## config.mk

```make
export PLATFORM = sky130hd
export DESIGN_NAME = fail_output_logic
export DESIGN_NICKNAME = d
export VERILOG_FILES = /design/src/inc/fail_out_pkg.sv /design/src/rtl/alt_pin_ctrl.sv /design/src/rtl/fail_output_logic.sv /design/src/rtl/fail_wave_gen.sv
export SDC_FILE = /design/constraint.sdc
export NUM_CORES = 1
export LEC_CHECK = 0
export BUFFER_PORTS_ARGS = -buffer_cell sky130_fd_sc_hd__buf_4
export CAP_MARGIN = 15
export CORE_UTILIZATION = 30
export CTS_CLUSTER_SIZE = 16
export DETAILED_ROUTE_END_ITERATION = 8
export PLACE_DENSITY = 0.5
export SLEW_MARGIN = 0
export SYNTH_ARGS = -nofsm -noshare
export SYNTH_HDL_FRONTEND = slang
export SYNTH_HIERARCHICAL = 1
export SYNTH_SLANG_ARGS = --single-unit
```

## constraint.sdc

```tcl
create_clock -name clk -period 3.64 [get_ports clk]
set_input_delay 0.182 -clock clk [delete_from_list [all_inputs] [get_ports clk]]
set_output_delay 0.182 -clock clk [all_outputs]
set_load 0.02 [all_outputs]
```

## src/inc/fail_out_pkg.sv

```systemverilog
// Constants, types and helpers for the fail output logic.
// Assumes a 10 MHz core clock shared by all users of this package.
package fail_out_pkg;

  // Core clock rate and waveform timing
  localparam longint CLK_HZ             = 10_000_000;
  localparam longint BLINK_FREQ_MILLIHZ = 1250;
  localparam longint PWM_FREQ_HZ        = 100;
  localparam int     BLINK_HALF_CYCLES  = int'(CLK_HZ * 1000 / (2 * BLINK_FREQ_MILLIHZ));
  localparam int     PWM_PERIOD_CYCLES  = int'(CLK_HZ / PWM_FREQ_HZ);

  // On-time in tenths of a percent, by duty select code
  localparam logic [9:0] DUTY_PERMILLE_0 = 10'h0C8;
  localparam logic [9:0] DUTY_PERMILLE_1 = 10'h064;
  localparam logic [9:0] DUTY_PERMILLE_2 = 10'h032;
  localparam logic [9:0] DUTY_PERMILLE_3 = 10'h019;
  localparam logic [1:0] DUTY_SEL_RESET  = 2'h0;

  // Fault counting
  localparam logic [2:0] UV_FAULT_COUNT = 3'h4;
  localparam logic [1:0] WD_THRESH_LOW  = 2'h1;
  localparam logic [1:0] WD_THRESH_HIGH = 2'h2;
  localparam logic [1:0] CFG_TWO        = 2'h1;
  localparam logic [3:0] WD_FAILSAFE_CFG_MASK = 4'h5;

  // Values after reset
  localparam logic       FLAG_RESET  = 1'b0;
  localparam logic [2:0] UV_RESET    = 3'h0;
  localparam logic [1:0] WD_RESET    = 2'h0;
  localparam logic [1:0] LEVEL_RESET = 2'h3;

  typedef enum logic [1:0] {MODE_NORMAL, MODE_STOP, MODE_SLEEP, MODE_FAILSAFE} sbc_mode_t;
  typedef enum logic [1:0] {PIN_FAIL, PIN_WAKE, PIN_LOW_SIDE, PIN_HIGH_SIDE} pin_func_t;

  function automatic logic [9:0] duty_permille(input logic [1:0] sel);
    case (sel)
      2'h0:    duty_permille = DUTY_PERMILLE_0;
      2'h1:    duty_permille = DUTY_PERMILLE_1;
      2'h2:    duty_permille = DUTY_PERMILLE_2;
      default: duty_permille = DUTY_PERMILLE_3;
    endcase
  endfunction

endpackage

```

## src/rtl/alt_pin_ctrl.sv

```systemverilog
// Driver and input path of one reconfigurable fail pin.
// Assumes pin_in is asynchronous and the pad resolves out and oe_n.
`timescale 1ns/10ps
`default_nettype none
module alt_pin_ctrl (
  // Clock and reset
  input  wire logic                    clk,
  input  wire logic                    rst,
  // Configuration
  input  wire fail_out_pkg::pin_func_t func,
  input  wire fail_out_pkg::sbc_mode_t mode,
  input  wire logic                    switch_on,
  input  wire logic                    fail_drive,
  // Pad
  input  wire logic                    pin_in,
  output logic                         pin_out,
  output logic                         pin_oe_n,
  // Observed pin
  output logic                         wake_event,
  output logic                         level
);
  import fail_out_pkg::*;

  logic sync1;
  logic prev;
  logic next_out;
  logic next_oe_n;
  logic next_wake;
  logic sw_allowed;

  always_comb begin
    sw_allowed = (mode == MODE_NORMAL) || (mode == MODE_STOP); // RQ23
    next_out = 1'b0;
    next_oe_n = 1'b1;
    next_wake = 1'b0;
    case (func) // RQ18
      PIN_FAIL: begin
        next_oe_n = !fail_drive; // RQ1
      end
      PIN_WAKE: begin
        next_wake = (mode != MODE_FAILSAFE) && (level != prev); // RQ19 RQ23
      end
      // Switches carry only their own current limit, no status
      PIN_LOW_SIDE: begin
        next_oe_n = !(switch_on && sw_allowed); // RQ20
      end
      PIN_HIGH_SIDE: begin
        next_out = 1'b1;
        next_oe_n = !(switch_on && sw_allowed); // RQ20
      end
      default: begin
        next_oe_n = 1'b1;
      end
    endcase
  end

  always_ff @(posedge clk or posedge rst) begin
    if (rst) begin
      sync1 <= 1'b1;
      level <= 1'b1;
      prev <= 1'b1;
      pin_out <= 1'b0;
      pin_oe_n <= 1'b1;
      wake_event <= FLAG_RESET;
    end else begin
      sync1 <= pin_in;
      level <= sync1;
      prev <= level;
      pin_out <= next_out;
      pin_oe_n <= next_oe_n;
      wake_event <= next_wake;
    end
  end

endmodule
`default_nettype wire

```

## src/rtl/fail_output_logic.sv

```systemverilog
// Failure collection and fail pin control of the supply basis chip.
// Assumes fault inputs come from logic on clk and pins are asynchronous.
//
// Notes on behaviour
// RQ1: Three open-drain fail pins pull low while a failure is active.
// RQ2: Thermal shutdown or main supply short activates the fail outputs.
// RQ3: Watchdog miss activates on first miss in configs 1-2, second in 3-4.
// RQ4: Main supply overvoltage counts only while its fault enable is set.
// RQ5: Four consecutive main supply undervoltage events activate the outputs.
// RQ6: Fail-safe is requested with activation; watchdog cases depend on config.
// RQ7: Every failure activation except the first watchdog miss in config 2 sets the fault-latched status bit.
// RQ8: The force bit activates the outputs regardless of failure status.
// RQ9: Clearing force with no failure turns outputs off, no trigger needed.
// RQ10: Normal mode release needs faults gone and the latched bit cleared.
// RQ11: After a watchdog fault a good trigger must also clear the miss flag.
// RQ12: Miss flag clears on sleep, non-watchdog fail-safe, or stop with wdog off.
// RQ13: In config 2 the first watchdog miss does not set the latched bit.
// RQ14: All fail outputs start together; the first one is held low.
// RQ15: The second output blinks at 1.25 Hz with half duty while active.
// RQ16: The third output is a 100 Hz PWM, default on-time one fifth.
// RQ17: PWM duty is selectable among 20, 10, 5 and 2.5 percent.
// RQ18: Pins two and three default to fail use, reassignable by control.
// RQ19: A pin used as wake input records its events in wake status two.
// RQ20: Switch configurations report no diagnosis besides current limiting.
// RQ21: Normal and stop modes mirror live pin levels into level status.
// RQ22: The second alternate pin level shares the test pin level bit.
// RQ23: Per-mode pin behaviour: hold, fail-safe active, wake and switch limits.
// RQ24: Blink and PWM counters run on clk and restart at activation.
`timescale 1ns/10ps
`default_nettype none
module fail_output_logic #(
  parameter int BLINK_HALF = fail_out_pkg::BLINK_HALF_CYCLES,
  parameter int PWM_PERIOD = fail_out_pkg::PWM_PERIOD_CYCLES
) (
  // Clock and reset
  input  wire logic                    clk,
  input  wire logic                    rst,
  // Fault sources
  input  wire logic                    hot_shutdown,
  input  wire logic                    main_supply_short,
  input  wire logic                    main_supply_ov,
  input  wire logic                    supply_ov_fault_enable,
  input  wire logic                    main_supply_uv_event,
  input  wire logic                    main_supply_uv_reset,
  // Watchdog
  input  wire logic                    wdog_fail_event,
  input  wire logic                    wdog_trigger_ok,
  input  wire logic                    wdog_disabled_in_stop,
  // Configuration and mode
  input  wire logic [1:0]              hw_config,
  input  wire fail_out_pkg::sbc_mode_t mode,
  // Serial control bits
  input  wire logic                    fail_out_force,
  input  wire logic                    fault_latched_clear,
  input  wire logic [1:0]              pwm_duty_select,
  input  wire fail_out_pkg::pin_func_t blink_pin_func,
  input  wire fail_out_pkg::pin_func_t dimmed_pin_func,
  input  wire logic                    blink_switch_on,
  input  wire logic                    dimmed_switch_on,
  input  wire logic [1:0]              wake_status_clear,
  // Pins
  output logic                         static_fail_out,
  output logic                         static_fail_oe_n,
  input  wire logic                    blink_fail_in,
  output logic                         blink_fail_out,
  output logic                         blink_fail_oe_n,
  input  wire logic                    dimmed_fail_in,
  output logic                         dimmed_fail_out,
  output logic                         dimmed_fail_oe_n,
  // Status
  output logic                         fail_active,
  output logic                         fault_latched,
  output logic                         wdog_miss_flag,
  output logic                         fail_safe_request,
  output logic [1:0]                   wake_event_status_two,
  output logic [1:0]                   pin_level_status
);
  import fail_out_pkg::*;

  sbc_mode_t   mode_prev;
  logic [2:0]  uv_count;
  logic [1:0]  wd_count;
  logic [2:0]  next_uv_count;
  logic [1:0]  next_wd_count;
  logic        next_miss;
  logic        next_latched;
  logic        next_active;
  logic        next_fs_request;
  logic [1:0]  next_wake_status;
  logic [1:0]  next_level_status;
  logic        fault_present;
  logic [1:0]  wd_thresh;
  logic        wd_reached;
  logic        latch_wd;
  logic        latch_set;
  logic        enter_sleep;
  logic        enter_fs;
  logic        miss_clear;
  logic        blink_wave;
  logic        pwm_wave;
  logic [1:0]  wake_event;
  logic [1:0]  pin_level;

  // Fault and watchdog evaluation
  always_comb begin
    fault_present = hot_shutdown || main_supply_short // RQ2
                    || (main_supply_ov && supply_ov_fault_enable) // RQ4
                    || (uv_count == UV_FAULT_COUNT); // RQ5
    wd_thresh = hw_config[1] ? WD_THRESH_HIGH : WD_THRESH_LOW; // RQ3
    wd_reached = wdog_miss_flag && (wd_count >= wd_thresh); // RQ3
    latch_wd = wd_reached && !((hw_config == CFG_TWO) && (wd_count == 2'h1)); // RQ13
    latch_set = fault_present || latch_wd; // RQ7
    enter_sleep = (mode == MODE_SLEEP) && (mode_prev != MODE_SLEEP);
    enter_fs = (mode == MODE_FAILSAFE) && (mode_prev != MODE_FAILSAFE);
    miss_clear = wdog_trigger_ok || enter_sleep // RQ11 RQ12
                 || (enter_fs && fault_present)
                 || ((mode == MODE_STOP) && wdog_disabled_in_stop); // RQ12
  end

  // Counters and sticky flags; a set always beats a clear
  always_comb begin
    next_uv_count = uv_count;
    if (main_supply_uv_event) begin
      if (uv_count != UV_FAULT_COUNT) begin
        next_uv_count = uv_count + 3'h1; // RQ5
      end
    end else if (main_supply_uv_reset) begin
      next_uv_count = UV_RESET;
    end
    next_wd_count = wd_count;
    next_miss = wdog_miss_flag;
    if (wdog_fail_event) begin
      next_miss = 1'b1;
      if (wd_count != 2'h3) begin
        next_wd_count = wd_count + 2'h1;
      end
    end else if (miss_clear) begin
      next_miss = 1'b0; // RQ12
      next_wd_count = WD_RESET;
    end
    next_latched = fault_latched;
    if (latch_set) begin
      next_latched = 1'b1; // RQ7
    end else if (fault_latched_clear) begin
      next_latched = 1'b0; // RQ10
    end
  end

  // Fail output state per mode
  always_comb begin
    case (mode)
      MODE_FAILSAFE: begin
        next_active = 1'b1; // RQ23
      end
      MODE_STOP, MODE_SLEEP: begin
        next_active = fail_active; // RQ23
      end
      MODE_NORMAL: begin
        next_active = fail_out_force // RQ8 RQ9
                      || fault_present || fault_latched // RQ10
                      || wd_reached; // RQ11
      end
      default: begin
        next_active = fail_active;
      end
    endcase
    next_fs_request = fault_present // RQ6
                      || (wd_reached && WD_FAILSAFE_CFG_MASK[hw_config]); // RQ6
  end

  // Wake and level status
  always_comb begin
    next_wake_status = (wake_event_status_two & ~wake_status_clear) | wake_event; // RQ19
    next_level_status = pin_level_status;
    if ((mode == MODE_NORMAL) || (mode == MODE_STOP)) begin
      next_level_status = pin_level; // RQ21 RQ22
    end
  end

  always_ff @(posedge clk or posedge rst) begin
    if (rst) begin
      mode_prev <= MODE_NORMAL;
      uv_count <= UV_RESET;
      wd_count <= WD_RESET;
      wdog_miss_flag <= FLAG_RESET;
      fault_latched <= FLAG_RESET;
      fail_active <= FLAG_RESET;
      fail_safe_request <= FLAG_RESET;
      static_fail_out <= 1'b0;
      static_fail_oe_n <= 1'b1;
      wake_event_status_two <= 2'h0;
      pin_level_status <= LEVEL_RESET;
    end else begin
      mode_prev <= mode;
      uv_count <= next_uv_count;
      wd_count <= next_wd_count;
      wdog_miss_flag <= next_miss;
      fault_latched <= next_latched;
      fail_active <= next_active;
      fail_safe_request <= next_fs_request;
      static_fail_out <= 1'b0;
      static_fail_oe_n <= !next_active; // RQ1 RQ14
      wake_event_status_two <= next_wake_status;
      pin_level_status <= next_level_status;
    end
  end

  // Waves follow the next fail state so all pins switch together
  fail_wave_gen #(
    .BLINK_HALF (BLINK_HALF),
    .PWM_PERIOD (PWM_PERIOD)
  ) u_wave (
    .clk      (clk),
    .rst      (rst),
    .active   (next_active), // RQ14 RQ24
    .duty_sel (pwm_duty_select),
    .blink_on (blink_wave),
    .pwm_on   (pwm_wave)
  );

  alt_pin_ctrl u_blink_pin (
    .clk        (clk),
    .rst        (rst),
    .func       (blink_pin_func),
    .mode       (mode),
    .switch_on  (blink_switch_on),
    .fail_drive (blink_wave), // RQ15
    .pin_in     (blink_fail_in),
    .pin_out    (blink_fail_out),
    .pin_oe_n   (blink_fail_oe_n),
    .wake_event (wake_event[0]),
    .level      (pin_level[0])
  );

  // Pin three doubles as the test pin; its level bit is shared
  alt_pin_ctrl u_dimmed_pin (
    .clk        (clk),
    .rst        (rst),
    .func       (dimmed_pin_func),
    .mode       (mode),
    .switch_on  (dimmed_switch_on),
    .fail_drive (pwm_wave), // RQ16
    .pin_in     (dimmed_fail_in),
    .pin_out    (dimmed_fail_out),
    .pin_oe_n   (dimmed_fail_oe_n),
    .wake_event (wake_event[1]),
    .level      (pin_level[1]) // RQ22
  );
endmodule
`default_nettype wire

```

## src/rtl/fail_wave_gen.sv

```systemverilog
// Blink and dimming waveform counters for the fail outputs.
// Assumes active is the next value of the fail state, so waves align.
`timescale 1ns/10ps
`default_nettype none
module fail_wave_gen #(
  parameter int BLINK_HALF = fail_out_pkg::BLINK_HALF_CYCLES,
  parameter int PWM_PERIOD = fail_out_pkg::PWM_PERIOD_CYCLES
) (
  // Clock and reset
  input  wire logic       clk,
  input  wire logic       rst,
  // Control
  input  wire logic       active,
  input  wire logic [1:0] duty_sel,
  // Waveforms, valid for the coming cycle
  output logic            blink_on,
  output logic            pwm_on
);
  import fail_out_pkg::*;

  logic        active_d;
  logic        phase;
  logic [22:0] blink_cnt;
  logic [16:0] pwm_cnt;
  logic        next_phase;
  logic [22:0] next_blink_cnt;
  logic [16:0] next_pwm_cnt;
  logic [16:0] on_cycles;

  always_comb begin
    on_cycles = 17'((PWM_PERIOD * int'(duty_permille(duty_sel))) / 1000); // RQ16 RQ17
    next_phase = phase;
    next_blink_cnt = blink_cnt;
    next_pwm_cnt = pwm_cnt;
    if (active && !active_d) begin // RQ24
      next_phase = 1'b1;
      next_blink_cnt = 23'h000000;
      next_pwm_cnt = 17'h00000;
    end else if (active) begin
      if (blink_cnt == 23'(BLINK_HALF - 1)) begin // RQ15
        next_blink_cnt = 23'h000000;
        next_phase = !phase;
      end else begin
        next_blink_cnt = blink_cnt + 23'h000001;
      end
      if (pwm_cnt == 17'(PWM_PERIOD - 1)) begin
        next_pwm_cnt = 17'h00000;
      end else begin
        next_pwm_cnt = pwm_cnt + 17'h00001;
      end
    end
    blink_on = active && next_phase;
    pwm_on = active && (next_pwm_cnt < on_cycles); // RQ16
  end

  always_ff @(posedge clk or posedge rst) begin
    if (rst) begin
      active_d <= FLAG_RESET;
      phase <= FLAG_RESET;
      blink_cnt <= 23'h000000;
      pwm_cnt <= 17'h00000;
    end else begin
      active_d <= active;
      phase <= next_phase;
      blink_cnt <= next_blink_cnt;
      pwm_cnt <= next_pwm_cnt;
    end
  end

endmodule
`default_nettype wire
```

# Word-level counts from Yosys, hierarchy flattened
# Cells that the tools add are included.
# totals
ff_bits,69
latchBits,0
ram_bits,0
mem_bits_ro,0
inputBits,29
out_inout_bits,14
n_memories,0
# classes
add_sub_neg,4
mul,1
div_mod_pow,1
magnitude_cmp,3
n_eq_ne,25
shifts,0
n_mux,30
bitwise,3
n_reduce_logical,49
# op_table
operator,n
two-way mux 23 bit,3
two-way mux 17 bit,3
divider 32 x 11 -> 32 bit (second input constant),1
one-hot mux 8 bit (3 select lines),1
adder 23 x 1 -> 23 bit (second input constant),1
equality test 23 x 22 -> 1 bit (second input constant),1
multiplier 12 x 8 -> 20 bit (first input constant),1
adder 17 x 1 -> 17 bit (second input constant),1
equality test 17 bit (second input constant),1
< comparator 17 bit,1
logical AND 1 bit,16
equality test 2 bit (second input constant),7
equality test 2 x 1 -> 1 bit (second input constant),6
logical OR 1 bit,12
two-way mux 1 bit,12
two-way mux 3 bit,3
zero test 1 bit,8
zero test 2 bit,4
two-way mux 2 bit,4
!= test 2 bit (second input constant),4
nonzero test 2 bit,4
OR reduction 2 bit,3
!= test 2 x 1 -> 1 bit (second input constant),2
one-hot mux 1 bit (2 select lines),2
13 further kinds,15

# Longest topological paths before layout
# Gate-level depths: netlist of the first run.
# logic_depth
depth_word,13
depth_mapped,18
depth_no_buf,17

# Cells and area by module
# The synthesis of the first run kept the hierarchy.
# modules_own_cells
mod,n_inst,cells_per_inst,area_each_um2,seq_area_each_um2
fail_wave_gen,1,286,2635.0,1051.0
fail_output_logic,1,80,888.4,404.1
alt_pin_ctrl,2,14,209.0,155.1

# Least setup slack after synthesis of the first run
# No wires, ideal clock.
# synth_timing
path_kind,register -> register
startpoint,register wd_count[0]
endpoint,register u_dimmed_pin.pin_oe_n
arrival_time_ps,3453
required_time_ps,3559
slack_ps,107
stages_incl_launch_ff,18
path_buffers,2
synth_period_minus_slack_ps,3533
path_cell_list,dfrtp_1 > inv_1 > ha_1 > or3b_1 > o211ai_1 > a41oi_1 > nand3_1 > nor4_1 > or2_2 > clkbuf_2 > buf_4 > nor2_1 > ha_1 > nand2_1 > a2111oi_0 > o21ai_0 > o2111a_1 > a32oi_1
# synth_between
elab_chain_len,10
word_cells_on_any_way,11
cone_classes,order compare: 2; mux: 4; reduce/logical: 5
# synth_rtl
item,line_no,source
from (decl),fail_output_logic.sv:82,logic [1:0] wd_count;
from (signal assigned),fail_output_logic.sv:196,wd_count <= next_wd_count;
greater-or-equal comparator 2 bit *,fail_output_logic.sv:110,wd_reached = wdog_miss_flag && (wd_count >= wd_thresh);
logical AND 1 bit *,fail_output_logic.sv:110,
logical OR 1 bit *,fail_output_logic.sv:161,|| wd_reached;
one-hot mux 1 bit (3 select lines) *,fail_output_logic.sv:151,case (mode)
via next_active,fail_output_logic.sv:87,logic next_active;
two-way mux 17 bit / logical AND 1 bit (equally long branches),"fail_wave_gen.sv:39, fail_wave_gen.sv:35",
two-way mux 17 bit *,fail_wave_gen.sv:35,if (active && !active_d) begin
via u_wave.next_pwm_cnt[8],fail_wave_gen.sv:27,logic [16:0] next_pwm_cnt;
< comparator 17 bit *,fail_wave_gen.sv:53,pwm_on = active && (next_pwm_cnt < on_cycles);
logical AND 1 bit *,fail_wave_gen.sv:53,
via pwm_wave,fail_output_logic.sv:100,logic pwm_wave;
zero test 1 bit *,alt_pin_ctrl.sv:38,next_oe_n = !fail_drive;
one-hot mux 1 bit (2 select lines) *,alt_pin_ctrl.sv:36,case (func)
via u_dimmed_pin.next_oe_n,alt_pin_ctrl.sv:27,logic next_oe_n;
to (signal assigned),alt_pin_ctrl.sv:70,pin_oe_n <= next_oe_n;
to (decl),alt_pin_ctrl.sv:17,"output logic pin_oe_n,"
# The timed path passes the listed nets; every way through them passes the cells marked *.
# A chain may end at the register's enable or synchronous reset.

# Worst setup path in the final report of the first run
# Same ends and word-level chain as after synthesis.

==> summary.json, run 1 <==
{
  "multi_input_area": {"value": 2030, "unit": "um^2"},
  "grt-ovfl-total": {"value": 0},
  "dp_hpwl": {"value": 6210, "unit": "um"},
  "vias": {"value": 2918},
  "worst_hold_path_type": {"value": "input pin to register"},
  "arrival": {"value": 3.68, "unit": "ns"},
  "chipWidth": {"value": 117, "unit": "um"},
  "hold_viol": {"value": 0},
  "grt_first_pass_wirelength": {"value": 14000, "unit": "um"},
  "clk_latency": {"value": 0.33, "unit": "ns"},
  "synth_enable_flop_cells": {"value": 0},
  "synth_area": {"value": 3940, "unit": "um^2"},
  "layout.filler_cells": {"value": 1271},
  "path_max_fanout": {"value": 6},
  "cp-start-kind": {"value": "register"},
  "insertedDiodeCount": {"value": 0},
  "standard_cell_core_area": {"value": 12700, "unit": "um^2"},
  "mapped_avg_cell_area": {"value": 10.0, "unit": "um^2"},
  "ir_worst_vdd": {"value": 0.221, "unit": "mV"},
  "place_worst_setup_slack": {"value": -0.0296, "unit": "ns"},
  "drt-initial-drc-count": {"value": 195},
  "postSynthNetCount": {"value": 460},
  "die_h": {"value": 117, "unit": "um"},
  "drt_pre_antenna_iters": {"value": 4},
  "grt_antenna_before_repair": {"value": 0},
  "worst_endpoint_required_time": {"value": 3.89, "unit": "ns"},
  "cts_max_path_buffers": {"value": 2},
  "worst_hold_startpoint": {"value": "blink_switch_on"},
  "storage_element_area": {"value": 1770, "unit": "um^2"},
  "fin_setup_tns": {"value": 0, "unit": "ns"},
  "initial_utilization": {"value": 31.0, "unit": "%"},
  "setup.worst_path.class": {"value": "register to register"},
  "power.leakage": {"value": 2.29, "unit": "nW"},
  "power": {"value": 0.00226, "unit": "W"},
  "yosysWarnings": {"value": 6},
  "worst_slack": {"value": 0.211, "unit": "ns"},
  "relSlewSlack": {"value": 57.0, "unit": "%"},
  "setup.worst_path.start": {"value": "wd_count[0]$_DFFE_PP0P_"},
  "syn-instance-count": {"value": 394},
  "cts_tree": {"value": "done"},
  "timing_worst_slew_pin_value": {"value": 0.644, "unit": "ns"},
  "pin_count_of_the_biggest_net_entering_global_routing": {"value": 43},
  "grtUsageTotal": {"value": 13.5, "unit": "%"},
  "clk_transition_reported_paths": {"value": 0.05, "unit": "ns"},
  "remaining_drc_errors": {"value": 0},
  "ffs_w_async_s_r_synth": {"value": 100, "unit": "%"},
  "drt_wl_total": {"value": 8320, "unit": "um"},
  "cap_violations": {"value": 0},
  "synthDominantAreaCellType": {"value": "sky130_fd_sc_hd__dfrtp_1"},
  "layout_min_cycle_time": {"value": 3.43, "unit": "ns"},
  "syn_to_final_growth": {"value": 24.8, "unit": "%"},
  "worst_setup_path_end_kind": {"value": "register"},
  "status": {"value": "finished, final reports clean"},
  "synth.top_cells.by_area": {"value": "sky130_fd_sc_hd__dfrtp_1, sky130_fd_sc_hd__ha_1, sky130_fd_sc_hd__dfstp_2"},
  "std_cell_rows": {"value": 41},
  "timing.clock.skew": {"value": 0.00448, "unit": "ns"},
  "ant_nets": {"value": 0},
  "synth_top_area_share": {"value": 37.5, "unit": "%"},
  "synth-seq-area-share": {"value": 44.8, "unit": "%"},
  "ys_flop_type": {"value": "sky130_fd_sc_hd__dfrtp_1"},
  "timing.final.max_slew_violations": {"value": 0},
  "number_of_global_route_vias_before_repair": {"value": 2873},
  "r2r_start": {"value": "wd_count[0]$_DFFE_PP0P_"},
  "cts_root_buffer": {"value": "sky130_fd_sc_hd__clkbuf_16"},
  "number_of_buffers_inserted_during_clock_tree_synthesis": {"value": 9},
  "viasPerCell": {"value": 4.60},
  "top_level_ports": {"value": 43},
  "floorplan.die_area": {"value": 13600, "unit": "um^2"},
  "post_synth_num_cell_types": {"value": 59},
  "clock.fmax": {"value": 292, "unit": "MHz"},
  "final_min_period_over_clock_period": {"value": 94.2, "unit": "%"},
  "power_density": {"value": 459, "unit": "nW/um^2"},
  "layout.nets": {"value": 524},
  "h_tree_levels": {"value": 3},
  "place_congestion": {"value": 0.768},
  "ys_seq_elements": {"value": 70},
  "cts_num_sinks": {"value": 70},
  "portBuffers": {"value": 41},
  "detail_route.wl_per_cell": {"value": 13.1, "unit": "um"},
  "setup_viol_count_final": {"value": 0},
  "drive_above_1_share": {"value": 22.2, "unit": "%"}
}
## state kept, by name (all words and copies together) (netlist names), 2 cells and up
register	cells
mode_prev	2
pin_level_status	2
u_wave/blink_cnt	23
u_wave/pwm_cnt	17
uv_count	3
wake_event_status_two	2
wd_count	2
## worst paths after layout
path	slack [ns]	endpoint	cells past startpoint
min reg2reg	0.35	u_dimmed_pin/level$_DFF_PP1_	0
min	0.02	u_blink_pin/pin_oe_n$_DFF_PP1_	2
min in group asynchronous	0.37	u_dimmed_pin/wake_event$_DFF_PP0_	3
max reg2reg	0.21	u_dimmed_pin/pin_oe_n$_DFF_PP1_	19
max in group asynchronous	2.66	u_wave/pwm_cnt[14]$_DFF_PP0_	4
max	0.21	u_dimmed_pin/pin_oe_n$_DFF_PP1_	19
## cells in the mapped netlist, types with 6 or more instances
| library cell | n |
|---|---|
| sky130_fd_sc_hd__nand2_1 | 27 |
| sky130_fd_sc_hd__nor3_1 | 9 |
| sky130_fd_sc_hd__dfstp_2 | 11 |
| sky130_fd_sc_hd__xnor2_1 | 24 |
| sky130_fd_sc_hd__ha_1 | 37 |
| sky130_fd_sc_hd__dfrtp_1 | 59 |
| sky130_fd_sc_hd__o21ai_0 | 10 |
| sky130_fd_sc_hd__xor2_1 | 13 |
| sky130_fd_sc_hd__a21oi_1 | 8 |
| sky130_fd_sc_hd__and3_1 | 9 |
| sky130_fd_sc_hd__nand3_1 | 16 |
| sky130_fd_sc_hd__nor2_1 | 53 |
| sky130_fd_sc_hd__nand4_1 | 9 |
| sky130_fd_sc_hd__nor2b_1 | 6 |
| sky130_fd_sc_hd__inv_1 | 36 |
## worst max-delay path: stages (launching register included)
cell and delay [ns]:
sky130_fd_sc_hd__dfrtp_1 0.39, sky130_fd_sc_hd__inv_1 0.09, sky130_fd_sc_hd__ha_1 0.27, sky130_fd_sc_hd__or3b_1 0.37
sky130_fd_sc_hd__o211ai_1 0.14, sky130_fd_sc_hd__a41oi_2 0.24, sky130_fd_sc_hd__nand3_2 0.14, sky130_fd_sc_hd__buf_4 0.13
sky130_fd_sc_hd__nor3_1 0.05, sky130_fd_sc_hd__buf_4 0.15, sky130_fd_sc_hd__nand4_1 0.09, sky130_fd_sc_hd__xor2_1 0.17
sky130_fd_sc_hd__nor2_1 0.08, sky130_fd_sc_hd__ha_1 0.31, sky130_fd_sc_hd__a21oi_1 0.14, sky130_fd_sc_hd__o21ai_1 0.08
sky130_fd_sc_hd__a21o_1 0.18, sky130_fd_sc_hd__nand2_1 0.07, sky130_fd_sc_hd__o2111a_1 0.21, sky130_fd_sc_hd__a32oi_1 0.06
## cell type report
cell class,instances,area share [%]
multi-input combinational,281,41.2
sequential,70,35.9
clock inverter,4,1.42
clock buffer,12,5.01
inverter,36,2.75
timing repair buffer,60,9.31
tap,172,4.38
## cells by family after synthesis
| logic type | count (synthesis) | share of synthesized area, % |
|---|---|---|
| XOR/XNOR | 37 | 8.22 |
| buffers and inverters | 43 | 4.51 |
| multiplexers | 7 | 1.90 |
| flip-flops | 70 | 44.8 |
| AND/OR/NAND/NOR | 154 | 19.8 |
| other | 1 | 0.0951 |
| AO/OA/AOI/OAI | 45 | 8.89 |
| adder cells (fa/ha/maj) | 37 | 11.7 |
## layer usage
metal,GRT usage [%],up-vias,share of wire [%]
met5,0,-,0
met3,3.68,11,4.7
li1,-,1467,-
met2,21.4,63,46
met4,4.81,0,1.5
met1,17.6,1377,48
## report_power, final
group | total [W] | switching, W | leakage [nW] | internal (W)
Combinational | 0.000403 | 0.000213 | 1.24 | 0.000190
Clock | 0.000932 | 0.000315 | 0.157 | 0.000616
Sequential | 0.000922 | 0.0000648 | 0.894 | 0.000857
## layout by cell type (no fill, tap or decap), types with 6 or more instances in the layout
| cell type | instances |
|---|---|
| sky130_fd_sc_hd__clkbuf_16 | 9 |
| sky130_fd_sc_hd__buf_4 | 57 |
| sky130_fd_sc_hd__nor2_1 | 52 |
| sky130_fd_sc_hd__and3_1 | 9 |
| sky130_fd_sc_hd__xor2_1 | 13 |
| sky130_fd_sc_hd__nand2_1 | 27 |
| sky130_fd_sc_hd__dfrtp_1 | 59 |
| sky130_fd_sc_hd__dfstp_2 | 11 |
| sky130_fd_sc_hd__xnor2_1 | 24 |
| sky130_fd_sc_hd__a21oi_1 | 7 |
| sky130_fd_sc_hd__nor3_1 | 9 |
| sky130_fd_sc_hd__inv_1 | 36 |
| sky130_fd_sc_hd__nor2b_1 | 6 |
| sky130_fd_sc_hd__o21ai_0 | 8 |
| sky130_fd_sc_hd__ha_1 | 37 |
| sky130_fd_sc_hd__nand3_1 | 15 |
| sky130_fd_sc_hd__nand4_1 | 9 |
## through the flow
step | std cells | hold WS (ns) | cell area [um^2] | util [%]
after global routing | 635 | 0.000922 | 4920 | 38.7
after detailed placement | 609 | 0.158 | 4500 | 35.3
after CTS | 628 | 0.0128 | 4850 | 38.1
after global placement | 609 | 0.160 | 4500 | 35.3
after floorplan | 394 | -0.0299 | 3940 | -
final | 635 | 0.0207 | 4920 | 38.7
## repair_timing
action	4_1_cts	5_1_grt
setup endpoints to repair	1	1
hold buffers	3	0
gates cloned	0	0
gates resized for setup	1	7
buffers inserted	0	7
pin swaps	0	4
hold endpoints to repair	6	0
Note: power is estimated with default switching activity, not from simulation.
==> inputs of run 2 (changes only) <==
Settings changed: CORE_ASPECT_RATIO set to 1.5, CORE_UTILIZATION 30 to 47, CTS_BUF_LIST set to sky130_fd_sc_hd__clkbuf_2, PLACE_DENSITY 0.5 to 0.71.
==> summary.json, run 2 (synthesized netlist as in run 1, its figures left out) <==
{
  "storage_element_area": {"value": 1770, "unit": "um^2"},
  "h_tree_levels": {"value": 3},
  "cts_max_path_buffers": {"value": 2},
  "syn_to_final_growth": {"value": 23.0, "unit": "%"},
  "internal_power": {"value": 0.00129, "unit": "W"},
  "ant_nets": {"value": 0},
  "number_of_buffers_inserted_during_clock_tree_synthesis": {"value": 9},
  "clock.fmax": {"value": 286, "unit": "MHz"},
  "fin_setup_tns": {"value": 0, "unit": "ns"},
  "clk_transition_reported_paths": {"value": 0.21, "unit": "ns"},
  "grt_use_met2": {"value": 36.6, "unit": "%"},
  "place_congestion": {"value": 0.891},
  "cts_root_buffer": {"value": "sky130_fd_sc_hd__clkbuf_2"},
  "cp-start-kind": {"value": "register"},
  "layout.filler_cells": {"value": 685},
  "setup_viol_count_final": {"value": 0},
  "max_stage_delay": {"value": 0.44, "unit": "ns"},
  "grtUsageTotal": {"value": 20.2, "unit": "%"},
  "number_of_global_route_vias_before_repair": {"value": 3130},
  "grt_first_pass_wirelength": {"value": 13700, "unit": "um"},
  "grt_antenna_before_repair": {"value": 1},
  "layout_min_cycle_time": {"value": 3.50, "unit": "ns"},
  "dp_hpwl": {"value": 6000, "unit": "um"},
  "regMostFlops": {"value": "u_wave/blink_cnt"},
  "cts_num_sinks": {"value": 70},
  "initial_utilization": {"value": 48.9, "unit": "%"},
  "drt_pre_antenna_iters": {"value": 4},
  "relSlewSlack": {"value": 58.6, "unit": "%"},
  "worst_hold_path_type": {"value": "input pin to register"},
  "layout.nets": {"value": 539},
  "placed_cell_area": {"value": 4380, "unit": "um^2"},
  "global_route.usage.met3": {"value": 2.95, "unit": "%"},
  "power.sequential.fraction": {"value": 48.7, "unit": "%"},
  "finish.instance_area": {"value": 4850, "unit": "um^2"},
  "power.share.clock": {"value": 27.7, "unit": "%"},
  "netSwitchingFraction": {"value": 31.4, "unit": "%"},
  "timing_worst_slew_pin_value": {"value": 0.620, "unit": "ns"},
  "drt_wl_total": {"value": 8310, "unit": "um"},
  "clk_latency": {"value": 0.53, "unit": "ns"},
  "pin_count_of_the_biggest_net_entering_global_routing": {"value": 43},
  "viasPerCell": {"value": 5.26},
  "worst_setup_path_end_kind": {"value": "register"},
  "std_cell_rows": {"value": 40},
  "critical_path.top_delay_family": {"value": "compound AO/OA/AOI/OAI gates"},
  "portBuffers": {"value": 41},
  "floorplan.die_area": {"value": 8760, "unit": "um^2"},
  "timing.clock.skew": {"value": 0.0236, "unit": "ns"},
  "largest_reg_flops": {"value": 23},
  "globalRoute.busiestLayer": {"value": "met2"},
  "ff2ff_setup_slack": {"value": 0.14, "unit": "ns"},
  "timing.final.max_slew_violations": {"value": 0},
  "path_max_fanout": {"value": 4},
  "cts_tree": {"value": "done"},
  "power_density": {"value": 389, "unit": "nW/um^2"},
  "fin_util": {"value": 60.2, "unit": "%"},
  "standard_cell_core_area": {"value": 8060, "unit": "um^2"},
  "vias": {"value": 3071},
  "drive_above_1_share": {"value": 20.5, "unit": "%"},
  "arrival": {"value": 3.95, "unit": "ns"},
  "worstPathCellList": {"value": "inv_1 > ha_1 > or3b_1 > o211ai_1 > a41oi_2 > nand4_1 > nor2_1 > and3_1 > xnor2_1 > nor2_1 > ha_1 > nand2_1 > a2111oi_4 > o21ai_1 > o2111a_1 > a32oi_1"},
  "cp.buffers_inverters": {"value": 1},
  "drt-initial-drc-count": {"value": 223},
  "reg.largest.list": {"value": "u_wave/blink_cnt (23), u_wave/pwm_cnt (17), uv_count (3)"},
  "worst_endpoint_required_time": {"value": 4.09, "unit": "ns"},
  "grt-ovfl-total": {"value": 0},
  "final_min_period_over_clock_period": {"value": 96.0, "unit": "%"},
  "critical-path-slowest-cell": {"value": "sky130_fd_sc_hd__dfrtp_1"},
  "hold_viol": {"value": 0},
  "status": {"value": "finished, final reports clean"},
  "setup.worst_path.class": {"value": "register to register"},
  "final_cell_mix": {"value": "sky130_fd_sc_hd__dfrtp_1, sky130_fd_sc_hd__nor2_1, sky130_fd_sc_hd__buf_4, sky130_fd_sc_hd__ha_1, sky130_fd_sc_hd__inv_1"},
  "die_h": {"value": 114, "unit": "um"},
  "remaining_drc_errors": {"value": 0},
  "cap_violations": {"value": 0},
  "detail_route.wl_per_cell": {"value": 14.2, "unit": "um"},
  "layout.cells.most_common": {"value": "sky130_fd_sc_hd__dfrtp_1"},
  "chipWidth": {"value": 76.8, "unit": "um"},
  "combPwrFrac": {"value": 23.5, "unit": "%"},
  "ir_worst_vdd": {"value": 0.240, "unit": "mV"},
  "gr-usage-met1": {"value": 22.6, "unit": "%"},
  "multi_input_area": {"value": 2040, "unit": "um^2"},
  "top_level_ports": {"value": 43},
  "power.leakage": {"value": 2.27, "unit": "nW"},
  "net-switching-power": {"value": 0.000593, "unit": "W"}
}
-- run 2: per-stage QoR --
| step | worst slack (ns) | hold slack (ns) | power [W] | cells |
|---|---|---|---|---|
| 2_1_floorplan | 0.107 | -0.0299 | 0.00118 | 394 |
| 3_3_place_gp | -0.0517 | 0.128 | 0.00129 | 537 |
| 3_5_place_dp | -0.150 | 0.135 | 0.00131 | 537 |
| 4_1_cts | 0.0711 | 0.0180 | 0.00188 | 580 |
| 5_1_grt | -0.00443 | 0.0124 | 0.00200 | 584 |
| 6_report | 0.144 | 0.0537 | 0.00189 | 584 |
-- run 2: path summary, 6_finish.rpt --
kind / startpoint / end / cells past startpoint
min in group asynchronous: rst / u_dimmed_pin/wake_event$_DFF_PP0_ / 3
setup / recovery: wd_count[0]$_DFFE_PP0P_ / u_dimmed_pin/pin_oe_n$_DFF_PP1_ / 16
hold / removal: wdog_disabled_in_stop / wdog_miss_flag$_DFFE_PP0P_ / 3
setup reg to reg: wd_count[0]$_DFFE_PP0P_ / u_dimmed_pin/pin_oe_n$_DFF_PP1_ / 16
hold reg to reg: u_dimmed_pin/sync1$_DFF_PP1_ / u_dimmed_pin/level$_DFF_PP1_ / 0
max in group asynchronous: rst / u_wave/pwm_cnt[9]$_DFF_PP0_ / 4
-- run 2: power by group through the flow --
stage	sequential (W)	clock, W	combinational [W]
after global placement	0.000931	0	0.000356
after global routing	0.000929	0.000581	0.000493
after detailed placement	0.000936	0	0.000376
after CTS	0.000918	0.000535	0.000423
final	0.000920	0.000523	0.000444
after floorplan	0.000936	0	0.000245
-- run 2: cell type report --
class | count | share of cell area [%]
timing repair buffer | 75 | 12.9
inverter | 36 | 2.79
clock buffer | 9 | 0.929
antenna | 1 | 0.0516
multi-input combinational | 281 | 42.2
sequential | 70 | 36.4
tap | 105 | 2.71
clock inverter | 7 | 2.04
-- run 2: worst min-delay path, stage by stage --
cell and delay, ns:
sky130_fd_sc_hd__buf_4 0.08, sky130_fd_sc_hd__a221o_1 0.22, sky130_fd_sc_hd__o31ai_1 0.08
-- run 2: repair_timing --
item | CTS | global route
pin swaps | 1 | 3
gates cloned | 0 | 0
endpoints found under the hold margin | 86 | 0
buffers inserted | 2 | 3
endpoints found under the setup margin | 1 | 1
hold buffers | 25 | 0
resized for setup | 2 | 7
-- run 2: per-layer routing --
metal	wire length, um	share of wire, %
met1	3470	42
met5	0	0
met3	202	2.4
met2	4420	53
met4	210	2.5
==> inputs of run 3 (changes only) <==
Settings changed: PLACE_DENSITY 0.71 to 0.69.
==> summary.json, run 3 (synthesized netlist as in run 1, its figures left out) <==
{
  "largest_reg_flops": {"value": 23},
  "grt_antenna_before_repair": {"value": 1},
  "power.leakage": {"value": 2.27, "unit": "nW"},
  "drt-initial-drc-count": {"value": 205},
  "syn_to_final_growth": {"value": 22.6, "unit": "%"},
  "setup.worst_path.start": {"value": "wd_count[0]$_DFFE_PP0P_"},
  "setup.worst_path.class": {"value": "register to register"},
  "pin_count_of_the_biggest_net_entering_global_routing": {"value": 43},
  "drt_pre_antenna_iters": {"value": 4},
  "grt-ovfl-total": {"value": 0},
  "top_level_ports": {"value": 43},
  "status": {"value": "finished, final reports clean"},
  "worst_endpoint_required_time": {"value": 4.12, "unit": "ns"},
  "fin_setup_tns": {"value": 0, "unit": "ns"},
  "die_h": {"value": 114, "unit": "um"},
  "timing.clock.skew": {"value": 0.0319, "unit": "ns"},
  "final_cell_mix": {"value": "sky130_fd_sc_hd__dfrtp_1, sky130_fd_sc_hd__nor2_1, sky130_fd_sc_hd__buf_4, sky130_fd_sc_hd__ha_1, sky130_fd_sc_hd__inv_1"},
  "detail_route.wl_per_cell": {"value": 14.1, "unit": "um"},
  "cp-endpoint": {"value": "u_dimmed_pin/pin_oe_n$_DFF_PP1_"},
  "r2r_start": {"value": "wd_count[0]$_DFFE_PP0P_"},
  "initial_utilization": {"value": 48.9, "unit": "%"},
  "number_of_global_route_vias_before_repair": {"value": 3055},
  "ant_nets": {"value": 0},
  "clock.fmax": {"value": 286, "unit": "MHz"},
  "reg.largest.list": {"value": "u_wave/blink_cnt (23), u_wave/pwm_cnt (17), uv_count (3)"},
  "drive_above_1_share": {"value": 21.1, "unit": "%"},
  "cts_root_buffer": {"value": "sky130_fd_sc_hd__clkbuf_2"},
  "h_tree_levels": {"value": 3},
  "r2r_end": {"value": "u_dimmed_pin/pin_oe_n$_DFF_PP1_"},
  "portBuffers": {"value": 41},
  "cts_tree": {"value": "done"},
  "cts_max_path_buffers": {"value": 2},
  "cap_violations": {"value": 0},
  "vias": {"value": 3029},
  "worst_hold_path_type": {"value": "input pin to register"},
  "relSlewSlack": {"value": 58.7, "unit": "%"},
  "cp-start-kind": {"value": "register"},
  "layout.cells.most_common": {"value": "sky130_fd_sc_hd__dfrtp_1"},
  "final_min_period_over_clock_period": {"value": 96.2, "unit": "%"},
  "power_density": {"value": 379, "unit": "nW/um^2"},
  "setup_viol_count_final": {"value": 0},
  "regMostFlops": {"value": "u_wave/blink_cnt"},
  "viasPerCell": {"value": 5.18},
  "number_of_buffers_inserted_during_clock_tree_synthesis": {"value": 9},
  "timing_worst_slew_pin_value": {"value": 0.619, "unit": "ns"},
  "ir_worst_vdd": {"value": 0.246, "unit": "mV"},
  "ff2ff_setup_slack": {"value": 0.14, "unit": "ns"},
  "grt_first_pass_wirelength": {"value": 13400, "unit": "um"},
  "chipWidth": {"value": 76.8, "unit": "um"},
  "drt_wl_total": {"value": 8240, "unit": "um"},
  "timing.final.max_slew_violations": {"value": 0},
  "floorplan.die_area": {"value": 8760, "unit": "um^2"},
  "worst_setup_path_end_kind": {"value": "register"},
  "place_congestion": {"value": 0.843},
  "grtUsageTotal": {"value": 19.8, "unit": "%"},
  "fin_worst_hold_slack": {"value": 0.0776, "unit": "ns"},
  "hold_viol": {"value": 0},
  "layout.nets": {"value": 540},
  "dp_hpwl": {"value": 5840, "unit": "um"},
  "std_cell_rows": {"value": 40},
  "clk_transition_reported_paths": {"value": 0.23, "unit": "ns"},
  "ff2ff_path_depth": {"value": 16},
  "remaining_drc_errors": {"value": 0},
  "clk_latency": {"value": 0.53, "unit": "ns"},
  "cts_num_sinks": {"value": 70},
  "path_max_fanout": {"value": 4},
  "standard_cell_core_area": {"value": 8060, "unit": "um^2"},
  "arrival": {"value": 3.98, "unit": "ns"},
  "layout_min_cycle_time": {"value": 3.50, "unit": "ns"}
}
run 3: area by class of cell:
cell class	instances	area (um^2)
Antenna cell	1	2.50
Clock buffer	9	45.0
Tap cell	105	131
Sequential cell	70	1770
Inverter	36	135
Clock inverter	7	80.1
Timing Repair Buffer	76	633
Fill cell	686	3220
Multi-Input combinational cell	281	2040
run 3: worst min-delay path by stage:
stage	start	to	slack [ns]	cells after the start
2_1_floorplan	rst	u_blink_pin/pin_out$_DFF_PP0_	-0.03	1
3_3_place_gp	rst	u_dimmed_pin/pin_out$_DFF_PP0_	0.13	2
3_5_place_dp	rst	u_dimmed_pin/wake_event$_DFF_PP0_	0.13	2
4_1_cts	wdog_disabled_in_stop	wdog_miss_flag$_DFFE_PP0P_	0.03	3
5_1_grt	rst	u_dimmed_pin/wake_event$_DFF_PP0_	0.03	3
6_report	wdog_disabled_in_stop	wdog_miss_flag$_DFFE_PP0P_	0.08	3
run 3: layer usage:
metal | up-vias | track usage (%) | share of wire [%]
met5 | - | 0 | 0
met4 | 0 | 11.3 | 1.6
met3 | 10 | 3.75 | 2.7
met2 | 62 | 35.5 | 55
met1 | 1446 | 21.8 | 41
li1 | 1511 | - | -
run 3: what timing repair did:
item | 4_1_cts | 5_1_grt
setup endpoints to repair | 1 | 1
setup buffers | 0 | 6
resized for setup | 1 | 8
hold endpoints to repair | 86 | 0
pin swaps | 0 | 5
hold buffers | 25 | 0
run 3: critical path, cell delays in order (launching register included):
cell                        delay [ns]
sky130_fd_sc_hd__dfrtp_1          0.44
sky130_fd_sc_hd__inv_1            0.10
sky130_fd_sc_hd__ha_1             0.23
sky130_fd_sc_hd__or3b_1           0.40
sky130_fd_sc_hd__o211ai_1         0.19
sky130_fd_sc_hd__a41oi_2          0.24
sky130_fd_sc_hd__nand4_1          0.20
sky130_fd_sc_hd__nor2_1           0.09
sky130_fd_sc_hd__and3_1           0.21
sky130_fd_sc_hd__xnor2_2          0.13
sky130_fd_sc_hd__nor2_1           0.07
sky130_fd_sc_hd__ha_1             0.30
sky130_fd_sc_hd__nand2_1          0.10
sky130_fd_sc_hd__a2111oi_2        0.34
sky130_fd_sc_hd__o21ai_1          0.12
sky130_fd_sc_hd__o2111a_1         0.15
sky130_fd_sc_hd__a32oi_1          0.17
run 3: where the power goes:
group | leakage [nW] | total, W | internal (W) | switching [W]
registers | 0.894 | 0.000921 | 0.000856 | 0.0000650
logic | 1.30 | 0.000441 | 0.000210 | 0.000231
clock network | 0.0695 | 0.000469 | 0.000167 | 0.000302
total | 2.27 | 0.00183 | 0.00123 | 0.000598
run 3: metrics by stage:
stage | util, % | setup slack [ns] | cell area, um^2 | cells | power [W]
after floorplan | - | 0.107 | 3940 | 394 | 0.00118
after global placement | 54.3 | 0.101 | 4380 | 537 | 0.00129
after detailed placement | 54.3 | -0.0283 | 4380 | 537 | 0.00131
after CTS | 59.0 | 0.0459 | 4750 | 578 | 0.00181
after global routing | 60.0 | -0.0879 | 4830 | 585 | 0.00195
final | 60.0 | 0.140 | 4830 | 585 | 0.00183
